--- src/host_port_pkg.sv ---
// Purpose: Shared types and constants of the parallel host port.
// Assumes: One 25 MHz clock; register bus is classic Wishbone.
// Notes: Pin bundle, bus carriers, register map and access codes.
package host_port_pkg;

    // ----------------------------------------------------------------
    // Widths and clock
    // ----------------------------------------------------------------
    localparam int ADDR_W = 18;
    localparam int DATA_W = 16;
    localparam int WB_ADDR_W = 8;
    localparam int CLOCK_HZ = 25000000;

    // ----------------------------------------------------------------
    // Host access select codes, multiplexed mode
    // ----------------------------------------------------------------
    localparam logic [1:0] SEL_CONTROL = 2'h0;
    localparam logic [1:0] SEL_DATA_INC = 2'h1;
    localparam logic [1:0] SEL_ADDR = 2'h2;
    localparam logic [1:0] SEL_DATA_FIX = 2'h3;

    // Direction level that means a host read
    localparam logic DIR_READ = 1'b1;

    // ----------------------------------------------------------------
    // Port control register fields as the host sees them
    // ----------------------------------------------------------------
    localparam int CTRL_MODE_BIT = 0;
    localparam int CTRL_DSP_IRQ_BIT = 2;
    localparam int CTRL_IRQ_A_BIT = 3;
    localparam int CTRL_IRQ_B_BIT = 4;

    // ----------------------------------------------------------------
    // Wishbone register map (byte addresses)
    // ----------------------------------------------------------------
    localparam logic [7:0] REG_BANK_SWITCH = 8'h00;
    localparam logic [7:0] REG_IRQ_STATUS = 8'h04;
    localparam logic [7:0] REG_IRQ_MASK = 8'h08;
    localparam logic [7:0] REG_PORT_STATUS = 8'h0c;
    localparam int KEEPER_BIT = 0;
    localparam logic KEEPER_RESET = 1'b0;

    // Event bits of status and mask
    localparam int EV_W = 3;
    localparam int EV_HOST_IRQ = 0;
    localparam int EV_WRITE = 1;
    localparam int EV_READ = 2;
    localparam logic [2:0] EV_RESET = 3'h0;

    // ----------------------------------------------------------------
    // Carriers
    // ----------------------------------------------------------------
    typedef struct packed {
        logic [17:0] addr;
        logic [15:0] data;
        logic [1:0] access_sel;
        logic addr_strobe_n;
        logic port_select_n;
        logic data_strobe_1_n;
        logic data_strobe_2_n;
        logic direction;
        logic mode;
        logic shared_bus_select;
        logic float_n;
        logic reset_n;
    } host_pins_t;

    localparam host_pins_t PINS_IDLE = '{
        addr: 18'h00000,
        data: 16'h0000,
        access_sel: 2'h0,
        addr_strobe_n: 1'b1,
        port_select_n: 1'b1,
        data_strobe_1_n: 1'b1,
        data_strobe_2_n: 1'b1,
        direction: 1'b1,
        mode: 1'b0,
        shared_bus_select: 1'b1,
        float_n: 1'b1,
        reset_n: 1'b1
    };

    typedef struct packed {
        logic cyc;
        logic stb;
        logic we;
        logic [7:0] adr;
        logic [31:0] dat;
        logic [3:0] sel;
    } wb_req_t;

    typedef struct packed {
        logic ack;
        logic [31:0] dat;
    } wb_rsp_t;

    typedef struct packed {
        logic req;
        logic we;
        logic [17:0] addr;
        logic [15:0] wdata;
    } ram_req_t;

    typedef struct packed {
        logic ack;
        logic [15:0] rdata;
    } ram_rsp_t;

    typedef enum logic [1:0] {
        ST_IDLE,
        ST_WAIT_END,
        ST_RAM,
        ST_DRIVE
    } xfer_state_t;

endpackage
--- src/host_pin_sync.sv ---
// Purpose: Two-stage synchroniser for every host pin input.
// Assumes: Pins are asynchronous to CLOCK_IN.
// Notes: First stage feeds only the second stage.
`timescale 1ns/1ns
module host_pin_sync
    import host_port_pkg::*;
(
    // Clock and reset
    input wire logic CLOCK_IN,
    input wire logic RESET_IN,
    // Pins
    input wire host_pins_t PINS_IN,
    output host_pins_t PINS_OUT
);

    typedef struct packed {
        host_pins_t stage1;
        host_pins_t stage2;
    } sync_state_t;

    sync_state_t q;
    sync_state_t next_q;

    always_comb
    begin
        next_q.stage1 = PINS_IN;
        next_q.stage2 = q.stage1;
    end

    always_ff @(posedge CLOCK_IN or posedge RESET_IN)
    begin
        if (RESET_IN)
            q <= '{stage1: PINS_IDLE, stage2: PINS_IDLE};
        else
            q <= next_q;
    end

    assign PINS_OUT = q.stage2;

endmodule // host_pin_sync

--- src/host_port_block.sv ---
// Purpose: Device side of a 16-bit parallel host port into on-chip RAM.
// Assumes: Host pins are asynchronous; RAM answers with a one-cycle ack.
// Notes: Pin resolution (tri-state, keeper) is left to the pad/bench.
//
// Overview of operation
// - Shared pins serve port only when select low
// - Keepers hold last driven level on data lines; code tracks data phases only, not the address strobe phase
// - Keepers reset disabled, software enable bit
// - Float input low tri-states data, ready, interrupts
// - Multiplexed mode: control inputs pick port register
// - Multiplexed mode: address strobe latches address
// - Ready high only when next transfer acceptable
// - Subsystem interrupts drive own pin low, multiplexed
// - Host writing one clears pending interrupt
// - Data bus carries RAM data both ways
// - Mode low multiplexed, high non-multiplexed
// - No interrupts in non-multiplexed mode
// - Port reset resets port and both subsystems
//
// Register access over Wishbone and the address map were left to the implementer.
`timescale 1ns/1ns
module host_port_block
    import host_port_pkg::*;
(
    // Clock and reset
    input wire logic CLOCK_IN,
    input wire logic RESET_IN,
    // Host pins
    input wire host_pins_t HOST_PINS_IN,
    output logic [15:0] HOST_DATA_BUS_OUT,
    output logic HOST_DATA_BUS_OE_OUT,
    output logic [15:0] HOST_DATA_HOLD_OUT,
    output logic HOST_DATA_KEEP_OUT,
    output logic HOST_PORT_READY_OUT,
    output logic HOST_PORT_READY_OE_OUT,
    output logic HOST_IRQ_SUB_A_N_OUT,
    output logic HOST_IRQ_SUB_A_OE_OUT,
    output logic HOST_IRQ_SUB_B_N_OUT,
    output logic HOST_IRQ_SUB_B_OE_OUT,
    // Subsystems
    input wire logic SUB_A_IRQ_SET_IN,
    input wire logic SUB_B_IRQ_SET_IN,
    output logic SUBSYS_RESET_OUT,
    // On-chip RAM
    output ram_req_t RAM_REQ_OUT,
    input wire ram_rsp_t RAM_RSP_IN,
    // Register bus
    input wire wb_req_t WB_REQ_IN,
    output wb_rsp_t WB_RSP_OUT,
    output logic IRQ_OUT
);

    // ----------------------------------------------------------------
    // State
    // ----------------------------------------------------------------
    typedef struct packed {
        xfer_state_t xfer;
        logic strobe_d;
        logic addr_strobe_n_d;
        logic is_read;
        logic [1:0] target;
        logic inc;
        logic [17:0] addr;
        logic [15:0] hold_data;
        logic [15:0] out_data;
        logic [15:0] last_level;
        logic irq_a;
        logic irq_b;
        logic keeper;
        logic [2:0] irq_status;
        logic [2:0] irq_mask;
        logic wb_ack;
        logic [31:0] wb_dat;
        ram_req_t ram;
    } state_t;

    localparam state_t STATE_RESET = '{
        xfer: ST_IDLE,
        strobe_d: 1'b0,
        addr_strobe_n_d: 1'b1,
        is_read: 1'b0,
        target: SEL_CONTROL,
        inc: 1'b0,
        addr: 18'h00000,
        hold_data: 16'h0000,
        out_data: 16'h0000,
        last_level: 16'h0000,
        irq_a: 1'b0,
        irq_b: 1'b0,
        keeper: KEEPER_RESET,
        irq_status: EV_RESET,
        irq_mask: EV_RESET,
        wb_ack: 1'b0,
        wb_dat: 32'h00000000,
        ram: '{req: 1'b0, we: 1'b0, addr: 18'h00000, wdata: 16'h0000}
    };

    host_pins_t pins;
    state_t q;
    state_t next_q;

    logic active;
    logic mux_mode;
    logic strobe;
    logic strobe_rise;
    logic addr_strobe_fall;
    logic drive;
    logic [15:0] ctrl_value;
    logic [2:0] events;
    logic [2:0] w1c;
    logic clr_a;
    logic clr_b;
    logic wb_hit;
    logic [31:0] wb_read;

    // ----------------------------------------------------------------
    // Pin synchroniser
    // ----------------------------------------------------------------
    host_pin_sync u_sync (
        .CLOCK_IN(CLOCK_IN),
        .RESET_IN(RESET_IN),
        .PINS_IN(HOST_PINS_IN),
        .PINS_OUT(pins)
    );

    // ----------------------------------------------------------------
    // Pin decode
    // ----------------------------------------------------------------
    // shared pin ownership
    assign active = ~pins.shared_bus_select;
    assign mux_mode = ~pins.mode;
    assign strobe = active & ~pins.port_select_n &
        (~pins.data_strobe_1_n | ~pins.data_strobe_2_n);
    assign strobe_rise = strobe & ~q.strobe_d;
    assign addr_strobe_fall = active & mux_mode &
        q.addr_strobe_n_d & ~pins.addr_strobe_n;
    assign drive = (q.xfer == ST_DRIVE) & active;

    always_comb
    begin
        ctrl_value = 16'h0000;
        ctrl_value[CTRL_MODE_BIT] = pins.mode;
        ctrl_value[CTRL_IRQ_A_BIT] = q.irq_a;
        ctrl_value[CTRL_IRQ_B_BIT] = q.irq_b;
    end

    // ----------------------------------------------------------------
    // Next state
    // ----------------------------------------------------------------
    always_comb
    begin
        next_q = q;
        events = 3'h0;
        clr_a = 1'b0;
        clr_b = 1'b0;
        next_q.strobe_d = strobe;
        next_q.addr_strobe_n_d = pins.addr_strobe_n;

        if (addr_strobe_fall)
            next_q.addr = {2'h0, pins.data};

        case (q.xfer)
            ST_IDLE:
            begin
                if (strobe_rise)
                begin
                    next_q.is_read = (pins.direction == DIR_READ);
                    next_q.target = mux_mode ? pins.access_sel
                        : SEL_DATA_FIX;
                    next_q.inc = mux_mode &
                        (pins.access_sel == SEL_DATA_INC);
                    if (!mux_mode)
                        next_q.addr = pins.addr;
                    if (pins.direction == DIR_READ)
                    begin
                        if (mux_mode && pins.access_sel == SEL_CONTROL)
                        begin
                            next_q.out_data = ctrl_value;
                            next_q.xfer = ST_DRIVE;
                        end
                        else if (mux_mode && pins.access_sel == SEL_ADDR)
                        begin
                            next_q.out_data = q.addr[15:0];
                            next_q.xfer = ST_DRIVE;
                        end
                        else
                        begin
                            next_q.ram.req = 1'b1;
                            next_q.ram.we = 1'b0;
                            next_q.ram.addr = mux_mode ? q.addr : pins.addr;
                            next_q.xfer = ST_RAM;
                        end
                    end
                    else
                    begin
                        next_q.hold_data = pins.data;
                        next_q.xfer = ST_WAIT_END;
                    end
                end
            end
            ST_WAIT_END:
            begin
                if (strobe)
                    next_q.hold_data = pins.data;
                else
                begin
                    next_q.xfer = ST_IDLE;
                    if (q.target == SEL_CONTROL)
                    begin
                        clr_a = q.hold_data[CTRL_IRQ_A_BIT];
                        clr_b = q.hold_data[CTRL_IRQ_B_BIT];
                        events[EV_HOST_IRQ] = mux_mode &
                            q.hold_data[CTRL_DSP_IRQ_BIT];
                    end
                    else if (q.target == SEL_ADDR)
                        next_q.addr = {2'h0, q.hold_data};
                    else
                    begin
                        next_q.ram.req = 1'b1;
                        next_q.ram.we = 1'b1;
                        next_q.ram.addr = q.addr;
                        next_q.ram.wdata = q.hold_data;
                        next_q.xfer = ST_RAM;
                    end
                end
            end
            ST_RAM:
            begin
                if (RAM_RSP_IN.ack)
                begin
                    next_q.ram.req = 1'b0;
                    if (q.is_read)
                    begin
                        next_q.out_data = RAM_RSP_IN.rdata;
                        next_q.xfer = ST_DRIVE;
                    end
                    else
                    begin
                        events[EV_WRITE] = 1'b1;
                        if (q.inc)
                            next_q.addr = q.addr + 18'h00001;
                        next_q.xfer = ST_IDLE;
                    end
                end
            end
            ST_DRIVE:
            begin
                if (!strobe)
                begin
                    events[EV_READ] = (q.target != SEL_CONTROL) &
                        (q.target != SEL_ADDR);
                    if (q.inc)
                        next_q.addr = q.addr + 18'h00001;
                    next_q.xfer = ST_IDLE;
                end
            end
            default:
            begin
                next_q.xfer = ST_IDLE;
            end
        endcase

        if (drive)
            next_q.last_level = q.out_data;
        else if (q.xfer == ST_WAIT_END && strobe)
            next_q.last_level = pins.data;

        next_q.irq_a = mux_mode & ((q.irq_a & ~clr_a) | SUB_A_IRQ_SET_IN);
        next_q.irq_b = mux_mode & ((q.irq_b & ~clr_b) | SUB_B_IRQ_SET_IN);

        // Wishbone slave, one wait state
        next_q.wb_ack = wb_hit;
        next_q.wb_dat = wb_hit ? wb_read : 32'h00000000;
        w1c = 3'h0;
        if (wb_hit && WB_REQ_IN.we && WB_REQ_IN.sel[0])
        begin
            case (WB_REQ_IN.adr)
                REG_BANK_SWITCH: next_q.keeper = WB_REQ_IN.dat[KEEPER_BIT];
                REG_IRQ_STATUS: w1c = WB_REQ_IN.dat[EV_W-1:0];
                REG_IRQ_MASK: next_q.irq_mask = WB_REQ_IN.dat[EV_W-1:0];
                default: next_q.irq_mask = q.irq_mask;
            endcase
        end
        next_q.irq_status = (q.irq_status & ~w1c) | events;

        if (!pins.reset_n)
            next_q = STATE_RESET;
    end

    // ----------------------------------------------------------------
    // Register read decode
    // ----------------------------------------------------------------
    assign wb_hit = WB_REQ_IN.cyc & WB_REQ_IN.stb & ~q.wb_ack;

    always_comb
    begin
        wb_read = 32'h00000000;
        case (WB_REQ_IN.adr)
            REG_BANK_SWITCH: wb_read[KEEPER_BIT] = q.keeper;
            REG_IRQ_STATUS: wb_read[EV_W-1:0] = q.irq_status;
            REG_IRQ_MASK: wb_read[EV_W-1:0] = q.irq_mask;
            REG_PORT_STATUS: wb_read = {q.irq_b, q.irq_a, active,
                pins.mode, 10'h000, q.addr};
            default: wb_read = 32'h00000000;
        endcase
    end

    // ----------------------------------------------------------------
    // State register
    // ----------------------------------------------------------------
    always_ff @(posedge CLOCK_IN or posedge RESET_IN)
    begin
        if (RESET_IN)
            q <= STATE_RESET;
        else
            q <= next_q;
    end

    // ----------------------------------------------------------------
    // Outputs
    // ----------------------------------------------------------------
    // float gates every driver
    assign HOST_DATA_BUS_OE_OUT = drive & pins.float_n;
    assign HOST_DATA_BUS_OUT = q.out_data;
    assign HOST_DATA_HOLD_OUT = q.last_level;
    assign HOST_DATA_KEEP_OUT = q.keeper;
    assign HOST_PORT_READY_OUT = (q.xfer != ST_RAM);
    assign HOST_PORT_READY_OE_OUT = active & pins.float_n;
    assign HOST_IRQ_SUB_A_N_OUT = ~q.irq_a;
    assign HOST_IRQ_SUB_B_N_OUT = ~q.irq_b;
    assign HOST_IRQ_SUB_A_OE_OUT = active & pins.float_n;
    assign HOST_IRQ_SUB_B_OE_OUT = active & pins.float_n;
    assign SUBSYS_RESET_OUT = RESET_IN | ~pins.reset_n;
    assign RAM_REQ_OUT = q.ram;
    assign WB_RSP_OUT = '{ack: q.wb_ack, dat: q.wb_dat};
    assign IRQ_OUT = |(q.irq_status & q.irq_mask);

endmodule // host_port_block

--- config.mk ---
export PLATFORM = sky130hd
export DESIGN_NAME = host_port_block
export DESIGN_NICKNAME = d
export VERILOG_FILES = /design/src/host_port_pkg.sv /design/src/host_pin_sync.sv /design/src/host_port_block.sv
export SDC_FILE = /design/constraint.sdc
export NUM_CORES = 1
export LEC_CHECK = 0
export ABC_AREA = 1
export BUFFER_PORTS_ARGS = -buffer_cell sky130_fd_sc_hd__clkbuf_2
export CORE_MARGIN = 8
export CORE_UTILIZATION = 50
export CTS_BUF_LIST = sky130_fd_sc_hd__clkbuf_16
export DETAILED_ROUTE_END_ITERATION = 8
export GPL_TIMING_DRIVEN = 0
export PLACE_DENSITY = 0.74
export SLEW_MARGIN = 10
export SYNTH_ARGS = -nofsm -noshare
export SYNTH_HDL_FRONTEND = slang
export SYNTH_SLANG_ARGS = --single-unit
--- constraint.sdc ---
create_clock -name CLOCK_IN -period 20.4 [get_ports CLOCK_IN]
set_input_delay 6.12 -clock CLOCK_IN [delete_from_list [all_inputs] [get_ports CLOCK_IN]]
set_output_delay 6.12 -clock CLOCK_IN [all_outputs]
set_load 0.03 [all_outputs]
==> results of run 1 <==
-- kinds of logic after synthesis --
| family | count (synthesis) | share of synthesized area (%) |
|---|---|---|
| multiplexers | 1 | 0.106 |
| AND/OR/NAND/NOR | 580 | 23.1 |
| AO/OA/AOI/OAI | 152 | 8.00 |
| buffers and inverters | 255 | 13.1 |
| other | 1 | 0.0354 |
| flip-flops | 232 | 55.0 |
| adder cells (fa/ha/maj) | 5 | 0.591 |
| XOR/XNOR | 1 | 0.0827 |
-- state kept, by name (all words and copies together) (netlist names) --
signal and cells:
HOST_DATA_BUS_OUT 16, RAM_REQ_OUT 36, u_sync.next_q 45, ctrl_value 2, u_sync.PINS_OUT 45, HOST_DATA_HOLD_OUT 16, HOST_DATA_KEEP_OUT 1, WB_RSP_OUT 23
q 48
-- worst min path at each step --
stage,slack [ns],depth (start not counted),from,endpoint
after floorplan,0.33,0,u_sync.next_q[10],u_sync.PINS_OUT[10]
after global placement,0.33,0,u_sync.next_q[25],u_sync.PINS_OUT[25]
after detailed placement,0.33,0,u_sync.next_q[20],u_sync.PINS_OUT[20]
after CTS,0.35,0,u_sync.next_q[9],u_sync.PINS_OUT[9]
after global routing,0.35,0,u_sync.next_q[41],u_sync.PINS_OUT[41]
final,0.35,0,u_sync.next_q[9],u_sync.PINS_OUT[9]
-- stage by stage --
step / hold WS, ns / std cells / power (mW)
after floorplan: 0.331 / 1236 / 0.851
after global placement: 0.333 / 1692 / 0.978
after detailed placement: 0.335 / 1693 / 0.986
after CTS: 0.345 / 1736 / 1.41
after global routing: 0.351 / 1736 / 1.47
final: 0.345 / 1736 / 1.40
-- worst register-to-register path: stages (launching register included) --
cell and delay [ns]:
dfstp_2 0.52, buf_2 0.25, inv_2 0.06, nor2_1 0.17
clkbuf_1 0.55, clkbuf_1 0.57, nand2_1 0.13, nand3_1 0.10
-- area by class of cell --
| class | instances | area [um^2] | share of cell area, % |
|---|---|---|---|
| Buffer | 148 | 987 | 7.80 |
| Clock buffer | 25 | 626 | 4.94 |
| Clock inverter | 18 | 125 | 0.988 |
| Inverter | 107 | 409 | 3.23 |
| Multi-Input combinational cell | 749 | 3410 | 26.9 |
| Sequential cell | 232 | 5830 | 46.0 |
| Tap cell | 275 | 344 | 2.72 |
| Timing Repair Buffer | 182 | 933 | 7.37 |
-- cells in the final DEF (no fill, tap or decap), types with 9 or more instances in the layout --
cell type,instances
clkbuf_1,17
clkbuf_2,181
o22ai_1,20
nand3_1,111
conb_1,10
dfstp_2,17
o21ai_0,61
buf_2,24
dfrtp_1,215
a31oi_1,16
nand2_1,326
buf_4,107
nand4_1,9
clkbuf_16,25
nor2_1,106
inv_1,103
a21oi_1,36
-- per-layer routing --
| layer | up-vias | share of wire [%] | wire length, um | global-route usage (%) |
|---|---|---|---|---|
| met1 | 4219 | 44 | 13800 | 33.2 |
| met2 | 362 | 46 | 14400 | 37.9 |
| met4 | 0 | 2.2 | 690 | 5.89 |
| met3 | 58 | 7.5 | 2340 | 4.05 |
| met5 | - | 0 | 0 | 0 |
| li1 | 4247 | - | - | - |
-- power groups by stage --
stage	Sequential, mW	Combinational, mW	Clock (mW)
after floorplan	0.552	0.298	0
after global placement	0.570	0.409	0
after detailed placement	0.571	0.415	0
after CTS	0.564	0.416	0.425
after global routing	0.570	0.457	0.444
final	0.565	0.416	0.419
==> impl_results.md, run 1 <==
* Outcome: finished, final reports clean
* Number of hold buffers added after cts at 0
* Static leakage at between 6 and 7 nW
* Syn Std Cell Area at ~11000 um^2
* Pin count of the biggest net entering global routing at 121
* Worst reg2reg startpoint: u_sync.PINS_OUT[0]
* Ranking of synthesized cells by area: dfrtp_1, nand2_1, buf_4
* Routed WL at 31300 um
* Switching Share at between 30% and 40%
* Post-DP HPWL at 23600 um
* Die width at 162 um
* PostCTS Resize Cnt at 0
* Sequential share of power at about 40%
* Cell-internal power at 884 uW
* GRT Util Overall at between 20% and 30%
* Avg Synthesized Cell Area at 8.63 um^2
* Final setup viols at 0
* Syn-to-layout area delta at 19.5%
* Dpl cell area at 11900 um^2
* Max Transition Viols Final at 0
* Setup TNS at 0 ns
* Critical path peak fanout at 114
* Mapped Cells at 1227
* Distinct cells, synth at 36
* CP dominant cell by count: clkbuf_2
* Number of cells on the critical path at 4
* Antenna-violating nets left at 0
* Fraction of layout instances using a drive strength above 1 at 27.2%
* Post-synthesis sequential area ratio at 55.0%
* Congestion Overflow GR at 0
* Number of global-route vias before repair at around 8600
* CP Cell Sequence: clkbuf_2, inv_8, nand2_1, clkbuf_2
* # clock sinks at 232
* Clock Skews at 0.0114 ns
* Synth top cells by count: nand2_1, dfrtp_1, nand3_1
* H-tree levels at 1
* Worst Path Buf+Inv at 3
* Worst slew pin tran at 0.794 ns
* Clock power share at 29.9%
* Worst R2R Path Depth at 7
* Root Buffer: clkbuf_16
* Initial Util at roughly 51%
* Initial antenna violation count at 0
* Worst-path clk slew at 0.06 ns
* Worst VDD drop at 0.0000737 V
* Die height at roughly 160 um
* Startpoint class of the critical path: primary input
* Critical path's largest stage delay at 0.53 ns
* Detailed-route DRC error count at 0
* Inserted Diodes at 0
* IO Port Bufs at roughly 180
* Min cycle time layout at roughly 13 ns
* Delay-heaviest family, CP: buffers and inverters
* First-pass GRT wire length at 48800 um
* Synth warnings at 0
* Post-CTS Setup Inserts at 0
* Worst skew pair latency at approximately 0.52 ns
* Fill cells at 1894
* Cell taking the most area after synthesis: dfrtp_1
* Worst r2r dst: q[136]
* Worst min-delay path class: reg2reg
* Fmax at 75.1 MHz
* Logic gate share of total power at 29.7%
* P_sw at 516 uW
* EDFF count, synth at 0
* Post-Route Utilization at between 60% and 70%
* IO Count at 224
* Critical-path top delay cell: inv_8
* CP Capture Point: SUBSYS_RESET_OUT
* # Max-Cap Violations at 0
* Row count at 53
* Period utilization at 65.3%
* TritonRoute pass-1 iters at 7
* Fraction of registers with async set/reset at 100%
* CTS Buffer Depth at 3
* CP Launch Point: RESET_IN
* Vias at 8886
* Most common cell in the synthesized netlist: nand2_1
* Final #Nets at 1562
* Avg WL per Cell at around 18 um
* Top-area cell type share of the netlist area at 50.8%
* TritonCTS clock tree: yes
* CP arrival at 7.19 ns
* Worst reg2reg setup slack at 17.98 ns
* Worst slew margin at 47.1%
* RSZ-0062 raised after global routing: false
* Final worst slack at 7.09 ns
* Worst Path Required at 14.28 ns
* Core Area at 20900 um^2
* CP endpoint kind: primary output
* FF+latch count, synth at 232
* GP Congestion at 0.920
* Design area at approximately 13000 um^2
* Vias/cell at 5.12
* CTS Buf Count at 24
* Final Hold Vio Count at 0
* Crit Path Category: in2out
* Initial DRC count at 762
* Ys flop type: dfrtp_1
* Full die area at 26100 um^2
* Cell Pwr Density at 111 nW/um^2
* Dpl ws at 7.06 ns
(Power assumes the default switching activity.)
==> inputs of run 2 (changes only) <==
Clock period 20.4 ns to 13.4 ns, I/O delays scaled along.
==> impl_results.md, run 2 (same netlist as run 1, synthesis figures left out) <==
* Outcome: finished, final reports clean
* Critical path's largest stage delay at 0.47 ns
* Core Area at 20900 um^2
* Fill cells at 1842
* Crit Path Category: in2out
* Initial DRC count at 735
* Worst Path Buf+Inv at 5
* Number of global-route vias before repair at 8803
* Congestion Overflow GR at 0
* H-tree levels at 1
* Post-CTS Setup Inserts at 0
* TritonCTS clock tree: yes
* Critical-path top delay cell: clkinvlp_4
* Routed WL at 31500 um
* Die width at 162 um
* Post-DP HPWL at 24400 um
* CP Launch Point: RESET_IN
* Root Buffer: clkbuf_16
* Startpoint class of the critical path: primary input
* Cell Pwr Density at around 160 nW/um^2
* Worst min-delay path class: reg2reg
* Die height at 162 um
* Static leakage at 6.64 nW
* Delay-heaviest family, CP: buffers and inverters
* IO Count at ~220
* RSZ-0062 raised after global routing: false
* Syn-to-layout area delta at 19.9%
* Critical path peak fanout at 36
* Max FFs per register at 48
* Fmax at between 100 and 150 MHz
* Worst-path clk slew at 0.06 ns
* Avg WL per Cell at 18.1 um
* Commonest non-fill, non-tap cell in the layout: nand2_1
* PostCTS Resize Cnt at 0
* Worst slew margin at 50.7%
* Worst reg2reg setup slack at 11.01 ns
* GP Congestion at approximately 0.95
* Min cycle time layout at 9.52 ns
* Dpl ws at 3.84 ns
* Hold Crit Depth at 0
* Worst slew pin tran at 0.739 ns
* Max Transition Viols Final at 0
* TritonRoute pass-1 iters at 7
* Final worst slack at 3.88 ns
* Worst skew pair latency at 0.51 ns
* GRT Util Overall at 23.9%
* CP endpoint kind: primary output
* Post-Route Utilization at 60.8%
* Clock Skews at 0.0148 ns
* # Max-Cap Violations at 0
* Fraction of layout instances using a drive strength above 1 at 27.1%
* Full die area at 26100 um^2
* Vias at 8867
* Multi-input logic area at 3410 um^2
* # clock sinks at 232
* Hold Crit Start: u_sync.next_q[9]
* Number of cells on the critical path at 6
* CTS Buf Count at 23
* First-pass GRT wire length at 48800 um
* Vias/cell at 5.10
* Inserted Diodes at 0
* Final #Nets at 1567
* Period utilization at between 70% and 80%
* CTS Buffer Depth at 3
* Most frequent cells in the layout: nand2_1, dfrtp_1, clkbuf_2, nand3_1, buf_4
* Final Hold Vio Count at 0
* Final setup viols at 0
* CP arrival at 5.50 ns
* Power Total at 2.09 mW
* Number of hold buffers added after cts at 0
* Detailed-route DRC error count at 0
* Antenna-violating nets left at 0
* Setup TNS at 0 ns
* Row count at 53
* Worst R2R Path Depth at 8
* Initial antenna violation count at 0
* Worst Path Required at 9.38 ns
* CP Cell Sequence: clkbuf_2, clkinvlp_4, buf_16, buf_12, nand2_1, clkbuf_2
* IO Port Bufs at 181
* Worst reg2reg startpoint: u_sync.PINS_OUT[0]
* Pin count of the biggest net entering global routing at 37
* Worst VDD drop at roughly 0.00011 V
* Initial Util at 50.7%
* CP Capture Point: SUBSYS_RESET_OUT
* CP dominant cell by count: clkbuf_2
* Reg area at 5830 um^2
* Worst r2r dst: q[142]
* Top reg by flops: q
-- run 2: through the flow --
stage	hold slack [ns]	std cells	area (um^2)
finish	0.349	1738	12700
global route	0.354	1738	12700
CTS	0.349	1738	12700
detailed placement	0.335	1699	12000
global placement	0.334	1692	11900
floorplan	0.331	1236	10600
-- run 2: final cells by class --
type | instances | share of cell area, %
multi-input combinational | 749 | 26.8
clock inverter | 16 | 0.788
sequential | 232 | 45.9
tap | 275 | 2.71
buffer | 148 | 7.77
inverter | 107 | 3.19
clock buffer | 23 | 4.53
timing repair buffer | 188 | 8.29
-- run 2: worst min-delay path by stage --
stage	endpoint	slack, ns
2_1_floorplan	u_sync.PINS_OUT[10]	0.33
3_3_place_gp	u_sync.PINS_OUT[3]	0.33
3_5_place_dp	u_sync.PINS_OUT[9]	0.33
4_1_cts	u_sync.PINS_OUT[22]	0.35
5_1_grt	u_sync.PINS_OUT[44]	0.35
6_report	u_sync.PINS_OUT[9]	0.35
-- run 2: routing by layer --
| layer | up-vias | GRT usage, % | routed length, um |
|---|---|---|---|
| met5 | - | 0 | 0 |
| li1 | 4257 | - | - |
| met1 | 4135 | 32.4 | 13400 |
| met2 | 390 | 36.9 | 14100 |
| met3 | 85 | 4.91 | 2780 |
| met4 | 0 | 9.64 | 1220 |
-- run 2: power by group --
| part | switching [mW] | internal, mW |
|---|---|---|
| combinational | 0.435 | 0.202 |
| clock | 0.267 | 0.329 |
| sequential | 0.0701 | 0.789 |
==> inputs of run 3 (changes only) <==
Settings changed: ABC_AREA 1 to 0, CORE_UTILIZATION 50 to 49, PLACE_DENSITY 0.74 to 0.76.
Clock period 13.4 ns to 7.85 ns, I/O delays scaled along.
==> impl_results.md, run 3 <==
* Synth Area in Compound Gates at between 15 and 20%
* Congestion Overflow GR at 0
* Synth Area in XOR/XNOR at between 1 and 1.5%
* CP arrival at 3.27 ns
* Crit Path Category: in2out
* Cell Pwr Density at 285 nW/um^2
* Max FFs per register at 48
* Most frequent cells in the layout: dfrtp_1, clkbuf_2, buf_4, nand2_1, a22oi_1
* Top reg by flops: q
* Worst r2r dst: HOST_DATA_HOLD_OUT[1]
* Number of global-route vias before repair at 7918
* Static leakage at 6.33 nW
* GRT Util Overall at around a fifth
* Vias/cell at 5.39
* Ys flop type: dfrtp_1
* FF+latch count, synth at about 230
* GP Congestion at 0.938
* Mux cell area share after synthesis at 5.01%
* Initial Util at between 40 and 50%
* Hold Crit Depth at 0
* Avg Synthesized Cell Area at roughly 12 um^2
* Post-Route Utilization at 60.0%
* Commonest non-fill, non-tap cell in the layout: dfrtp_1
* Most common cell in the synthesized netlist: dfrtp_1
* Routed WL at 28100 um
* Final Hold Vio Count at 0
* Final instance count without filler cells at 1404
* Initial antenna violation count at 0
* Startpoint class of the critical path: primary input
* Worst slew margin at 35.8%
* TritonCTS clock tree: yes
* Pin count of the biggest net entering global routing at 39
* Hold Crit Start: u_sync.next_q[40]
* Design area at 12500 um^2
* Final setup viols at 0
* Min cycle time layout at 5.62 ns
* Mapped Cells at 888
* First-pass GRT wire length at approximately 44000 um
* Post-DP HPWL at between 20000 and 25000 um
* Placed cells at ~1400
* Fraction of layout instances using a drive strength above 1 at 34.5%
* Row count at 53
* Synth top cells by count: dfrtp_1, buf_4, nand2_1
* Final #Nets at between 1000 and 1500
* Avg WL per Cell at 20.0 um
* Die width at 161 um
* Full die area at 25800 um^2
* Number of hold buffers added after cts at 0
* Setup TNS at 0 ns
* IO Count at approximately 220
* RSZ-0062 raised after global routing: false
* Vias at 7562
* Post-synthesis sequential area ratio at 56.8%
* Syn Std Cell Area at 10300 um^2
* Detailed-route DRC error count at 0
* Critical-path top delay cell: clkinvlp_4
* Syn-to-layout area delta at 21.7%
* H-tree levels at 1
* Worst VDD drop at 0.000178 V
* # Max-Cap Violations at 0
* IO Port Bufs at 181
* Initial DRC count at 573
* Critical path's largest stage delay at 0.41 ns
* PostCTS Resize Cnt at 0
* Post-CTS Setup Inserts at 0
* Worst reg2reg setup slack at ~5.1 ns
* Synth warnings at 0
* Root Buffer: clkbuf_16
* Ranking of synthesized cells by area: dfrtp_1, buf_4, dfstp_2
* Min-Delay Endpoint: u_sync.PINS_OUT[40]
* Main combinational cell family by area after synthesis: compound AO/OA/AOI/OAI gates
* Worst slew pin tran at 0.952 ns
* CTS Buf Count at 24
* # clock sinks at 232
* Distinct cells, synth at 68
* Worst skew pair latency at 0.52 ns
* Top-area cell type share of the netlist area at 52.4%
* Fmax at 178 MHz
* Period utilization at between 70% and 80%
* CTS Buffer Depth at 3
* Worst-path clk slew at 0.07 ns
* TritonRoute pass-1 iters at 5
* Core Area at 20800 um^2
* Die height at 161 um
* Worst Path Required at 5.50 ns
* CP Cell Sequence: clkbuf_2, clkinvlp_4, nand2_1, clkbuf_2
* Cell taking the most area after synthesis: dfrtp_1
* Post-Synth Simple-Gate Area at 9.58%
* EDFF count, synth at 0
* Worst reg2reg startpoint: u_sync.PINS_OUT[2]
* Worst R2R Path Depth at 6
* Max Transition Viols Final at 0
* Worst min-delay path class: reg2reg
* CP endpoint kind: primary output
* Fraction of registers with async set/reset at 100%
* Dpl cell area at 11700 um^2
* Critical path peak fanout at 21
* Adder-Cell Fraction of Synth Area at less than 1%
* Antenna-violating nets left at 0
* Inserted Diodes at 0
* Fill cells at around 1800
* Clock Skews at 0.0120 ns
* Outcome: finished, final reports clean
* CP dominant cell by count: clkbuf_2
run 3: stage by stage:
stage	power [mW]	hold WS, ns	setup WS, ns
2_1_floorplan	2.13	0.331	-1.14
5_1_grt	3.72	0.354	2.07
3_5_place_dp	2.44	0.335	2.17
4_1_cts	3.58	0.344	2.18
6_report	3.56	0.338	2.23
3_3_place_gp	2.42	0.333	-1.89
run 3: how the worst max path moves through the flow:
stage	startpoint	to	slack, ns
floorplan	RESET_IN	SUBSYS_RESET_OUT	-1.14
global placement	RESET_IN	SUBSYS_RESET_OUT	-1.89
detailed placement	RESET_IN	SUBSYS_RESET_OUT	2.17
CTS	RESET_IN	SUBSYS_RESET_OUT	2.18
global route	RESET_IN	SUBSYS_RESET_OUT	2.07
finish	RESET_IN	SUBSYS_RESET_OUT	2.23
run 3: logic make-up after synthesis:
kind of cell / after synthesis
fa+ha+maj: 5
buf+inv: 171
simple gates: 198
mux: 49
compound gates: 219
flops: 232
other cells: 1
xor+xnor: 13
run 3: per-layer routing:
| layer | wire length, um | GRT usage (%) |
|---|---|---|
| met5 | 0 | 0 |
| met2 | 13200 | 34.8 |
| met3 | 2080 | 4.48 |
| met4 | 1070 | 8.80 |
| met1 | 11700 | 27.2 |
run 3: power breakdown:
| part | internal [mW] | switching [mW] |
|---|---|---|
| clock network | 0.674 | 0.463 |
| logic | 0.369 | 0.611 |
| registers | 1.33 | 0.117 |
| total | 2.37 | 1.19 |
run 3: critical path: cells and delay by family:
kind,cells,cell delay [ns]
buffers and inverters,3,0.73
AND/OR/NAND/NOR,1,0.17
run 3: final cells by class:
type | instances | area (um^2) | area share, %
Inverter | 16 | 63.8 | 0.511
Timing Repair Buffer | 188 | 1050 | 8.43
Buffer | 155 | 1040 | 8.33
Clock inverter | 19 | 168 | 1.34
Clock buffer | 25 | 626 | 5.01
Multi-Input combinational cell | 494 | 3370 | 27.0
Tap cell | 275 | 344 | 2.75
Sequential cell | 232 | 5830 | 46.6
